**src/adcsq_pkg.sv**
```systemverilog
//------------------------------------------------------------
// adcsq_pkg: constants for the converter sequencer
//------------------------------------------------------------
// Summary of operation
// - ten-bit result, 16+8 channels, one sampler
// - one bit picks the extra channel port
// - sample and conversion times software programmable
// - self-calibration runs after every reset
// - busy flag set during calibration
// - no conversion starts while calibrating
// - unread result: overrun request or suspend
// - suspended conversion held until result read
// - single channel single: convert once, store
// - single channel continuous: repeat, store each
// - scan single: each channel once, store each
// - scan continuous: cycle channels, store each
// - each value stored in the result register raises a request
// - wait-for-read (continuous modes only) buffers value, holds conversion
// - injected conversion stores in second register
// - continuous mode resumes after injection
// - unused analog pins readable as digital
package adcsq_pkg;
  // register byte offsets
  localparam logic [7:0] ADCSQ_CTRL_OFS  = 8'h00;
  localparam logic [7:0] ADCSQ_TIME_OFS  = 8'h04;
  localparam logic [7:0] ADCSQ_RES_OFS   = 8'h08;
  localparam logic [7:0] ADCSQ_INJ_OFS   = 8'h0c;
  localparam logic [7:0] ADCSQ_PSEL_OFS  = 8'h10;
  localparam logic [7:0] ADCSQ_STAT_OFS  = 8'h14;
  localparam logic [7:0] ADCSQ_IRQS_OFS  = 8'h18;
  localparam logic [7:0] ADCSQ_IMSK_OFS  = 8'h1c;
  localparam logic [7:0] ADCSQ_DIN_OFS   = 8'h20;
  // control register fields
  localparam int ADCSQ_MODE_LSB  = 0;  // 2 bits
  localparam int ADCSQ_START_BIT = 2;  // write-only pulse
  localparam int ADCSQ_WAIT_BIT  = 3;
  localparam int ADCSQ_CHAN_LSB  = 4;  // 5 bits
  localparam int ADCSQ_INJ_BIT   = 9;  // write-only pulse
  localparam int ADCSQ_ICH_LSB   = 10; // 5 bits
  localparam int ADCSQ_SUSP_BIT  = 15;
  // timing register fields
  localparam int ADCSQ_STIM_LSB  = 0;  // 8 bits
  localparam int ADCSQ_CTIM_LSB  = 8;  // 8 bits
  // reset values
  localparam logic [15:0] ADCSQ_CTRL_RST = 16'h0000;
  localparam logic [7:0]  ADCSQ_STIM_RST = 8'h10;
  localparam logic [7:0]  ADCSQ_CTIM_RST = 8'h20;
  // interrupt status bits
  localparam int ADCSQ_IRQ_DONE = 0;
  localparam int ADCSQ_IRQ_OVR  = 1;
  localparam int ADCSQ_IRQ_INJ  = 2;
  localparam int ADCSQ_NIRQ     = 3;
  // sizes
  localparam int ADCSQ_RES_W  = 10;
  localparam int ADCSQ_NCH    = 24;
  localparam int ADCSQ_NMAIN  = 16;
  // calibration time in cpu clock cycles
  localparam int ADCSQ_CAL_CYC = 40630;
  // sequencer states
  typedef enum logic [2:0] {
    ADCSQ_CAL, ADCSQ_IDLE, ADCSQ_SAMP, ADCSQ_CONV, ADCSQ_HOLD
  } adcsq_state_t;
endpackage

```
**src/adcsq_top.sv**
```systemverilog
`timescale 1ns/10ps
`default_nettype none
module adcsq_top import adcsq_pkg::*; #(
  parameter int CAL_CYCLES = ADCSQ_CAL_CYC  // shorten in simulation
) (
  // clock and reset
  input  wire logic        mclk_i,
  input  wire logic        rst_n_i,
  // apb slave
  input  wire logic        psel_i,
  input  wire logic        penable_i,
  input  wire logic        pwrite_i,
  input  wire logic [7:0]  paddr_i,
  input  wire logic [31:0] pwdata_i,
  output logic [31:0]      prdata_o,
  output logic             pready_o,
  output logic             pslverr_o,
  // analog core
  output logic [4:0]       ana_chan_o,
  output logic             ana_port_sel_o,
  output logic             ana_sample_o,
  output logic             ana_convert_o,
  input  wire logic [9:0]  ana_data_i,
  // digital view of analog pins
  input  wire logic [23:0] dig_pins_i,
  // interrupt and transfer request
  output logic             irq_o,
  output logic             xfer_req_o
);

  //----------------------------------------------------------
  // declarations
  //----------------------------------------------------------
  adcsq_state_t      state_q;        // sequencer state
  logic [15:0]       ctrl_q;         // control register
  logic [7:0]        stim_q;         // sample time
  logic [7:0]        ctim_q;         // conversion time
  logic              psel_q;         // extra port select
  logic [15:0]       cal_q;          // calibration counter
  logic [7:0]        cnt_q;          // phase counter
  logic [4:0]        cur_q;          // current scan channel
  logic [4:0]        inj_ch_q;       // injected channel
  logic              inj_pend_q;     // injection requested
  logic              inj_act_q;      // injection converting
  logic [14:0]       res_q;          // result: chan + value
  logic [14:0]       tmp_q;          // held result buffer
  logic [14:0]       ires_q;         // injection result
  logic              unread_q;       // result not yet read
  logic [2:0]        irqs_q;         // sticky status
  logic [2:0]        imsk_q;         // interrupt mask
  logic [2:0]        irq_set;        // status set events
  logic [31:0]       rdata_q;        // registered read data
  logic              xfer_q;         // transfer request
  logic              wr_acc;         // write access phase
  logic              rd_acc;         // read access phase
  logic              setup;          // setup phase
  logic              mapped;         // address decodes
  logic              start_w;        // start write pulse
  logic              inj_w;          // injection write pulse
  logic              res_rd;         // result read
  logic              conv_end;       // conversion finishing
  logic              go_hold;        // store must wait
  logic              more;           // another conversion due
  logic [4:0]        nxt_ch;         // next channel
  logic [14:0]       new_res;        // fresh result word
  logic [1:0]        mode;           // conversion mode
  logic              cont;           // continuous mode
  logic              scan;           // auto scan mode
  logic [4:0]        sel_ch;         // programmed channel

  //----------------------------------------------------------
  // apb decode
  //----------------------------------------------------------
  assign setup  = psel_i & ~penable_i;
  assign wr_acc = psel_i & penable_i & pwrite_i & mapped;
  assign rd_acc = psel_i & penable_i & ~pwrite_i & mapped;
  // no wait states; data is registered in setup phase
  // reading in the setup phase costs nothing on the bus and
  // keeps prdata_o off any combinational path from the core
  assign pready_o  = 1'b1;
  assign pslverr_o = psel_i & penable_i & ~mapped;
  assign prdata_o  = rdata_q;

  assign mode   = ctrl_q[ADCSQ_MODE_LSB +: 2];
  assign cont   = mode[0];
  assign scan   = mode[1];
  assign sel_ch = ctrl_q[ADCSQ_CHAN_LSB +: 5];

  // address map check
  always_comb begin
    case (paddr_i)
      ADCSQ_CTRL_OFS, ADCSQ_TIME_OFS, ADCSQ_RES_OFS,
      ADCSQ_INJ_OFS, ADCSQ_PSEL_OFS, ADCSQ_STAT_OFS,
      ADCSQ_IRQS_OFS, ADCSQ_IMSK_OFS,
      ADCSQ_DIN_OFS: mapped = 1'b1;
      default:       mapped = 1'b0;
    endcase
  end

  // write and read strobes that act rather than store
  assign start_w = wr_acc & (paddr_i == ADCSQ_CTRL_OFS)
                 & pwdata_i[ADCSQ_START_BIT];
  assign inj_w   = wr_acc & (paddr_i == ADCSQ_CTRL_OFS)
                 & pwdata_i[ADCSQ_INJ_BIT];
  assign res_rd  = rd_acc & (paddr_i == ADCSQ_RES_OFS);

  //----------------------------------------------------------
  // read data register
  //----------------------------------------------------------
  always_ff @(posedge mclk_i) begin
    if (!rst_n_i) begin
      rdata_q <= 32'h0000_0000;
    end else if (setup) begin
      case (paddr_i)
        ADCSQ_CTRL_OFS: rdata_q <= {16'h0000, ctrl_q};
        ADCSQ_TIME_OFS: rdata_q <= {16'h0000, ctim_q, stim_q};
        ADCSQ_RES_OFS:  rdata_q <= {17'h00000, res_q};
        ADCSQ_INJ_OFS:  rdata_q <= {17'h00000, ires_q};
        ADCSQ_PSEL_OFS: rdata_q <= {31'h0, psel_q};
        // busy covers calibration too
        ADCSQ_STAT_OFS: rdata_q <= {29'h0, inj_pend_q, unread_q,
                                    state_q != ADCSQ_IDLE};
        ADCSQ_IRQS_OFS: rdata_q <= {29'h0, irqs_q};
        ADCSQ_IMSK_OFS: rdata_q <= {29'h0, imsk_q};
        ADCSQ_DIN_OFS:  rdata_q <= {8'h00, dig_pins_i};
        default:        rdata_q <= 32'h0000_0000;
      endcase
    end
  end

  //----------------------------------------------------------
  // software configuration registers
  //----------------------------------------------------------
  always_ff @(posedge mclk_i) begin
    if (!rst_n_i) begin
      ctrl_q <= ADCSQ_CTRL_RST;
      stim_q <= ADCSQ_STIM_RST;
      ctim_q <= ADCSQ_CTIM_RST;
      psel_q <= 1'b0;
      imsk_q <= 3'h0;
    end else if (wr_acc) begin
      case (paddr_i)
        // pulse bits are not stored
        ADCSQ_CTRL_OFS: begin
          ctrl_q <= pwdata_i[15:0]
                  & ~(16'h0001 << ADCSQ_START_BIT)
                  & ~(16'h0001 << ADCSQ_INJ_BIT);
        end
        ADCSQ_TIME_OFS: begin
          stim_q <= pwdata_i[ADCSQ_STIM_LSB +: 8];
          ctim_q <= pwdata_i[ADCSQ_CTIM_LSB +: 8];
        end
        ADCSQ_PSEL_OFS: psel_q <= pwdata_i[0];
        ADCSQ_IMSK_OFS: imsk_q <= pwdata_i[2:0];
        default: ;
      endcase
    end
  end

  //----------------------------------------------------------
  // sequencing decisions
  //----------------------------------------------------------
  assign conv_end = (state_q == ADCSQ_CONV) && (cnt_q == 8'h00);
  assign new_res  = {ana_chan_o, ana_data_i};
  // a store must wait if the old value is unread and either
  // wait-for-read (continuous) or suspend protection is on
  assign go_hold = unread_q & ((ctrl_q[ADCSQ_WAIT_BIT] & cont)
                 | ctrl_q[ADCSQ_SUSP_BIT]);

  // next channel after a normal store
  always_comb begin
    more   = 1'b0;
    nxt_ch = cur_q;
    if (scan) begin
      if (cur_q != 5'h00) begin
        more   = 1'b1;
        nxt_ch = cur_q - 5'h01;
      end else begin
        more   = cont;
        nxt_ch = sel_ch;
      end
    end else begin
      more = cont;
    end
  end

  //----------------------------------------------------------
  // calibration counter
  //----------------------------------------------------------
  // counts down once after each reset; width fits 40630
  // a small simulation value of CAL_CYCLES only starts the
  // counter lower; the sequence after it is the same
  always_ff @(posedge mclk_i) begin
    if (!rst_n_i) begin
      cal_q <= 16'(CAL_CYCLES - 1);
    end else if (state_q == ADCSQ_CAL && cal_q != 16'h0000) begin
      cal_q <= cal_q - 16'h0001;
    end
  end

  //----------------------------------------------------------
  // main sequencer
  //----------------------------------------------------------
  always_ff @(posedge mclk_i) begin
    if (!rst_n_i) begin
      state_q   <= ADCSQ_CAL;
      cnt_q     <= 8'h00;
      cur_q     <= 5'h00;
      inj_act_q <= 1'b0;
    end else begin
      case (state_q)
        // starts are ignored until calibration ends
        ADCSQ_CAL: begin
          if (cal_q == 16'h0000) begin
            state_q <= ADCSQ_IDLE;
          end
        end
        ADCSQ_IDLE: begin
          if (start_w) begin
            // take new mode and channel from the same write
            state_q <= ADCSQ_SAMP;
            cnt_q   <= stim_q;
            cur_q   <= pwdata_i[ADCSQ_CHAN_LSB +: 5];
          end
        end
        ADCSQ_SAMP: begin
          if (cnt_q == 8'h00) begin
            state_q <= ADCSQ_CONV;
            cnt_q   <= ctim_q;
          end else begin
            cnt_q <= cnt_q - 8'h01;
          end
        end
        ADCSQ_CONV: begin
          if (cnt_q != 8'h00) begin
            cnt_q <= cnt_q - 8'h01;
          end else if (inj_act_q) begin
            // resume the running mode on its own channel
            inj_act_q <= 1'b0;
            state_q   <= ADCSQ_SAMP;
            cnt_q     <= stim_q;
          end else if (go_hold) begin
            state_q <= ADCSQ_HOLD;
          end else if (more) begin
            cur_q   <= nxt_ch;
            state_q <= ADCSQ_SAMP;
            cnt_q   <= stim_q;
            // injection slots in before the next normal one
            if (inj_pend_q) begin
              inj_act_q <= 1'b1;
            end
          end else begin
            state_q <= ADCSQ_IDLE;
          end
        end
        // the fresh value waits in tmp_q; nothing converts until
        // software reads the old result, so no value is lost
        ADCSQ_HOLD: begin
          if (res_rd) begin
            // held value moves up; continue or stop
            if (more) begin
              cur_q   <= nxt_ch;
              state_q <= ADCSQ_SAMP;
              cnt_q   <= stim_q;
            end else begin
              state_q <= ADCSQ_IDLE;
            end
          end
        end
        default: state_q <= ADCSQ_IDLE;
      endcase
    end
  end

  //----------------------------------------------------------
  // injection request
  //----------------------------------------------------------
  // only honoured while a continuous mode is running
  // a second inject before the first is served only moves the
  // channel; one injected conversion is done, not two
  always_ff @(posedge mclk_i) begin
    if (!rst_n_i) begin
      inj_pend_q <= 1'b0;
      inj_ch_q   <= 5'h00;
    end else if (inj_w && cont && state_q != ADCSQ_IDLE
                 && state_q != ADCSQ_CAL) begin
      inj_pend_q <= 1'b1;
      inj_ch_q   <= pwdata_i[ADCSQ_ICH_LSB +: 5];
    end else if (conv_end && !inj_act_q && !go_hold && more) begin
      inj_pend_q <= 1'b0;
    end
  end

  //----------------------------------------------------------
  // result registers and unread flag
  //----------------------------------------------------------
  always_ff @(posedge mclk_i) begin
    if (!rst_n_i) begin
      res_q    <= 15'h0000;
      tmp_q    <= 15'h0000;
      ires_q   <= 15'h0000;
      unread_q <= 1'b0;
    end else begin
      if (conv_end && inj_act_q) begin
        ires_q <= new_res;
      end else if (conv_end && go_hold) begin
        tmp_q <= new_res;
      end else if (conv_end) begin
        res_q    <= new_res;
        unread_q <= 1'b1;
      end else if (state_q == ADCSQ_HOLD && res_rd) begin
        res_q    <= tmp_q;          // held value is now unread
        unread_q <= 1'b1;
      end else if (res_rd) begin
        unread_q <= 1'b0;
      end
    end
  end

  //----------------------------------------------------------
  // interrupts and transfer request
  //----------------------------------------------------------
  always_comb begin
    irq_set = 3'h0;
    irq_set[ADCSQ_IRQ_DONE] = conv_end & ~inj_act_q & ~go_hold
      | (state_q == ADCSQ_HOLD) & res_rd;
    // overwrite of an unread value when not holding
    irq_set[ADCSQ_IRQ_OVR]  = conv_end & ~inj_act_q & ~go_hold
                            & unread_q;
    irq_set[ADCSQ_IRQ_INJ]  = conv_end & inj_act_q;
  end

  // set wins over a write-one clear in the same cycle
  genvar gi;
  generate
    for (gi = 0; gi < ADCSQ_NIRQ; gi++) begin : g_irq
      always_ff @(posedge mclk_i) begin
        if (!rst_n_i) begin
          irqs_q[gi] <= 1'b0;
        end else if (irq_set[gi]) begin
          irqs_q[gi] <= 1'b1;
        end else if (wr_acc && paddr_i == ADCSQ_IRQS_OFS
                     && pwdata_i[gi]) begin
          irqs_q[gi] <= 1'b0;
        end
      end
    end
  endgenerate

  assign irq_o = |(irqs_q & imsk_q);

  // one pulse per value stored in res_q for the transfer unit
  always_ff @(posedge mclk_i) begin
    if (!rst_n_i) begin
      xfer_q <= 1'b0;
    end else begin
      xfer_q <= irq_set[ADCSQ_IRQ_DONE];
    end
  end
  assign xfer_req_o = xfer_q;

  //----------------------------------------------------------
  // analog core drive
  //----------------------------------------------------------
  // channels 16..23 come from the port chosen by psel
  // sample and convert are plain state decodes, so they change
  // on the same edge as the sequencer and never overlap
  assign ana_chan_o     = inj_act_q ? inj_ch_q : cur_q;
  assign ana_port_sel_o = psel_q;
  assign ana_sample_o   = (state_q == ADCSQ_SAMP);
  assign ana_convert_o  = (state_q == ADCSQ_CONV);

endmodule // adcsq_top
`default_nettype wire

```
**config.mk**
```make
export PLATFORM = sky130hd
export DESIGN_NAME = adcsq_top
export DESIGN_NICKNAME = d
export VERILOG_FILES = /design/src/adcsq_pkg.sv /design/src/adcsq_top.sv
export SDC_FILE = /design/constraint.sdc
export NUM_CORES = 1
export LEC_CHECK = 0
export BUFFER_PORTS_ARGS = -buffer_cell sky130_fd_sc_hd__buf_2
export CORE_ASPECT_RATIO = 0.9
export CORE_MARGIN = 4
export CORE_UTILIZATION = 57
export DETAILED_ROUTE_END_ITERATION = 6
export PLACE_DENSITY = 0.78
export SKIP_LAST_GASP = 1
export SLEW_MARGIN = 40
export SYNTH_ARGS = -nofsm -noshare
export SYNTH_HDL_FRONTEND = slang
export SYNTH_SLANG_ARGS = --single-unit
export TNS_END_PERCENT = 50
```
**constraint.sdc**
```tcl
create_clock -name mclk_i -period 2.9 [get_ports mclk_i]
set_clock_uncertainty 0.05 [all_clocks]
set_input_delay 0.58 -clock mclk_i [delete_from_list [all_inputs] [get_ports mclk_i]]
set_output_delay 0.58 -clock mclk_i [all_outputs]
set_load 0.01 [all_outputs]
```
; ---- Word level (Yosys, flattened, before mapping)
; Cells that the tools add are included.
; Widths: inputs -> output; s select.
[op_classes]
addsub = 3
n_eq_ne = 21
muxes = 48
n_bitwise = 29
reduce_logical = 46
[ops]
columns = operator, n
row1 = $pmux 24 s9, 1
row2 = $mux 8, 7
row3 = $mux 5, 9
row4 = $eq 8x5->1 const B, 4
row5 = $pmux 8 s4, 1
row6 = $mux 15, 2
row7 = $mux 3, 7
row8 = $and 1x1->1, 18
row9 = $mux 1, 18
row10 = $eq 8x4->1 const B, 2
row11 = $logic_not 16->1, 1
row12 = $logic_not 8->1, 2
row13 = $reduce_bool 16->1, 1
row14 = $sub 16x1->16 const B, 1
row15 = $logic_and 1x1->1, 15
row16 = $pmux 3 s5, 1
row17 = $pmux 5 s3, 1
row18 = $reduce_and 2->1, 6
row19 = $ne 2x2->1 const B, 5
row20 = $reduce_bool 2->1, 5
row21 = $reduce_bool 3->1, 3
row22 = $reduce_or 9->1, 1
row23 = $eq 8x3->1 const B, 1
row24 = $eq 8x6->1 const B, 1
row25 = other kinds (22), 34
[word_totals]
register_bits = 155
input_bits = 79
out_inout_bits = 44
word_cells = 168

; ---- Logic depth before layout (Yosys ltp)
[logic_depth]
word_depth = 10
mapped_depth = 10
depth_no_buf = 8

; ---- Worst setup path after synthesis
; No wires, ideal clock.
[synth_path]
kind = input to register
from = input paddr_i[5]
to = register cur_q[1]
setup_ns = 0.116
arrival_ns = 2.466
required_ns = 2.734
path_slack_ns = 0.269
path_stages = 8
n_path_buf = 2
path_cell_list = buf_6 -> or4_1 -> buf_2 -> or4_4 -> nand2_4 -> o211ai_4 -> a211o_1 -> and3_1
[synth_between]
elab_chain_len = 8
elab_cells_between_ends = 19
classes_between = eq/ne: 10 / mux: 1 / bitwise: 5 / reduce/logical: 3
[synth_rtl]
columns = element, line
row1 = from (decl), adcsq_top.sv:13  ; input wire logic [7:0] paddr_i,
row2 = $eq 8x4->1 (tied with other cells), "adcsq_top.sv:91, adcsq_top.sv:105"
row3 = $reduce_or 9->1, adcsq_top.sv:91  ; case (paddr_i)
row4 = $mux 1, adcsq_top.sv:91
row5 = $and 1x1->1, adcsq_top.sv:75  ; assign wr_acc = psel_i & penable_i & pwrite_i & mapped;
row6 = $and 1x1->1, adcsq_top.sv:101  ; assign start_w = wr_acc & (paddr_i == ADCSQ_CTRL_OFS)
row7 = $and 1x1->1, adcsq_top.sv:102  ; & pwdata_i[ADCSQ_START_BIT];
row8 = $ne 2x2->1 (no source line), -
row9 = $reduce_and 6->1 (no source line) *, -
row10 = to (signal assigned), adcsq_top.sv:223  ; cur_q <= pwdata_i[ADCSQ_CHAN_LSB +: 5];
row11 = to (signal assigned), adcsq_top.sv:245  ; cur_q <= nxt_ch;
row12 = to (signal assigned), adcsq_top.sv:262  ; cur_q <= nxt_ch;
row13 = to (decl), adcsq_top.sv:41  ; logic [4:0] cur_q;
; Mark *: on every way between the ends. The rest lies on a longest branch, timed or not.
; A chain may end at the register's enable or synchronous reset.

; ---- Worst setup path after layout
[layout_path]
from = register cur_q[0]
to = register cnt_q[7]
[layout_between]
elab_chain_len = 8
elab_cells_between_ends = 9
classes_between = mux: 8 / reduce/logical: 1
[layout_rtl]
columns = element, line
row1 = $reduce_bool 5->1 *, adcsq_top.sv:175  ; if (cur_q != 5'h00) begin
row2 = $mux 1 *, adcsq_top.sv:175
row3 = $mux 1 *, adcsq_top.sv:174  ; if (scan) begin
row4 = $mux 8 *, -
row5 = $mux 8 (3 in a row), -
row6 = $pmux 8 s4 *, -
row7 = to (signal assigned), adcsq_top.sv:222  ; cnt_q <= stim_q;
row8 = to (signal assigned), adcsq_top.sv:229  ; cnt_q <= ctim_q;
row9 = to (signal assigned), adcsq_top.sv:231  ; cnt_q <= cnt_q - 8'h01;
row10 = to (decl), adcsq_top.sv:40  ; logic [7:0] cnt_q;
; Mark *: on every way between the ends. The rest lies on a longest branch, timed or not. The select of a mux whose other input is x is not followed.

==> results.json <==
{
  "syn_area_per_cell_um2": 8.11,
  "path_buf_inv": 1,
  "design.die.area_um2": 15200,
  "insertion_delay_ns": 0.42,
  "synth_area_leaders": "dfxtp_1, nand2_1, a21boi_0",
  "slowest_delay_ns": 0.77,
  "grt_overflow_total": 0,
  "synth_cell_types": 72,
  "cts_tree": "done",
  "rsz0062_at_grt": "false",
  "hold_class": "input pin to flop",
  "criticalPathCategory": "flop to flop",
  "stdcell_count": 1209,
  "ys_ff_latch": 147,
  "crit_chain": "inv_1 -> ha_1 -> or4b_2 -> a21o_1 -> o32ai_1 -> o22a_1 -> o32ai_2",
  "start_kind": "flop",
  "ys_warn_count": 0,
  "finalCriticalPeriod_ns": 2.74,
  "grt_pass1_vias": 7059,
  "antenna_found_initial": 0,
  "cts_setup_buffers": 0,
  "cp-end-kind": "flop",
  "hpwl_um": 16800,
  "final_cell_area_um2": 8920,
  "cp_top_family": "compound AO/OA/AOI/OAI gates",
  "yosysTopAreaCell": "dfxtp_1",
  "synth_edf_count": 0,
  "async_flop_share_pct": 0,
  "leakage_nw": 3.55,
  "status": "finished clean",
  "clockRootBuffer": "clkbuf_16",
  "layout_commonest_cell": "nand2_1",
  "gp_congestion": 0.964,
  "finalCritPeriodShare_pct": 94.4,
  "numPortBuffers": 97,
  "final.setup.tns_ns": 0,
  "total_power_mw": 4.36,
  "vias": 7577,
  "detail_route.first_pass.iterations": 5,
  "dp_worst_setup_slack_ns": 0.113,
  "initialDrtViolationCount": 979,
  "tightest_slew_ns": 0.764,
  "wirelength_um": 23600,
  "grt_pass1_wl_um": 37600,
  "clock.fmax_ghz": 0.365,
  "htree_levels": 4,
  "io_pins": 123,
  "row_count": 39,
  "drv_cap": 0,
  "cp.arrival_ns": 2.98,
  "fp.coreArea_um2": 12800,
  "ctsResizeCount": 0,
  "cts_buffers": 17,
  "via_per_inst": 6.27,
  "start_util_pct": 59.0,
  "synth_cells": 933,
  "yosysSeqAreaShare_pct": 38.9,
  "cts.sinks": 147,
  "die_w_um": 129,
  "num-fill-cells": 1059,
  "cp_data_required_time_ns": 3.14,
  "drive_gt1_share_pct": 19.8,
  "clkTransAtPathRegs_ns": 0.07,
  "cpMaxStageDelayCell": "or4b_2",
  "die_h_um": 117,
  "setup_viol": 0,
  "ir_worst_vdd_v": 0.000382,
  "grt_max_degree": 43,
  "drtAntennaViolNets": 0,
  "clockBufferDepth": 2,
  "grt_use_total_pct": 31.2,
  "diodes": 0,
  "areaGrowthSynthToFinish_pct": 17.8,
  "hold_buffers": 0,
  "synthFlopType": "dfxtp_1",
  "pwr_density_cell_nw_per_um2": 489,
  "netlist_area_um2": 7570,
  "placed_cells": 1177,
  "max_slew_margin_pct": 49.0,
  "synth.top_cell.area_share_pct": 38.9,
  "hold_violations": 0,
  "place_area_um2": 8370,
  "finalWorstSetupSlack_ns": 0.162,
  "rrSetupSlack_ns": 0.16,
  "nets": 1116,
  "drc": 0,
  "layout_common_cells": "nand2_1, dfxtp_1, buf_2",
  "slew_violations": 0,
  "wl_per_cell_um": 19.5,
  "critPathMaxFanout": 13
}
-- tightest hold or removal path: stages --
cell	delay (ns)
buf_2	0.11
nand2_1	0.05
a21boi_1	0.05
-- kinds of logic (layout without fill, tap and decap cells) --
kind of cell    count (synthesis)  after routing  synth area share, %
simple gates                  373            373                 23.6
mux                            24             24                 3.29
other cells                     2              9               0.0992
xor+xnor                       15             15                 1.74
compound gates                272            272                 26.0
fa+ha+maj                       5              5                0.826
buf+inv                        95            200                 5.57
flops                         147            147                 38.9
-- cell usage after synthesis (12+ instances only) --
cell type,n
clkbuf_1,51
a22oi_1,12
o211a_1,16
nor2_1,26
and3_1,14
a221oi_1,12
a21boi_0,68
inv_1,19
dfxtp_1,147
o21ai_0,36
nor3_1,12
a21oi_1,44
mux2i_1,17
nand2_1,200
nand3_1,38
nor2b_1,20
-- routing by layer --
layer | wire length [um] | part of all wire [%] | global-route usage (%) | up-vias
met3 | 2700 | 11 | 7.77 | 56
met4 | 835 | 3.5 | 12.3 | 0
li1 | - | - | - | 3531
met1 | 9780 | 41 | 43.9 | 3529
met5 | 0 | 0 | 0 | -
met2 | 10300 | 44 | 45.6 | 461
-- final cells by class --
class	instances	area (um^2)	share of cell area (%)
sequential	147	2940	33.0
timing repair buffer	149	913	10.2
clock inverter	15	123	1.37
multi-input combinational	698	4240	47.5
inverter	19	71.3	0.800
tap	164	205	2.30
clock buffer	17	425	4.77
-- worst paths after layout --
check	start	end	cells after the start
setup reg to reg	cur_q[0]	cnt_q[7]	7
hold reg to reg	prdata_o[22]	prdata_o[22]	2
hold / removal	ana_data_i[4]	tmp_q[4]	3
setup / recovery	cur_q[0]	cnt_q[7]	7
-- report_power, final --
group          total [mW]  switching [mW]  internal, mW
Clock                2.07           0.954          1.12
Sequential           2.05          0.0128          2.04
Combinational       0.241           0.140         0.100
-- state kept, by name, indices dropped and copies added, names as in the netlist, 14 cells and up --
signal    flops
cal_q        16
ctrl_q       14
ires_q       15
prdata_o     24
res_q        15
tmp_q        15
-- through the flow --
stage,hold slack [ns],util (%)
after global routing,0.358,69.5
after detailed placement,0.398,65.2
after floorplan,0.385,-
after CTS,0.350,69.5
final,0.356,69.5
after global placement,0.393,65.2
Power figures use the tool's default switching activity.
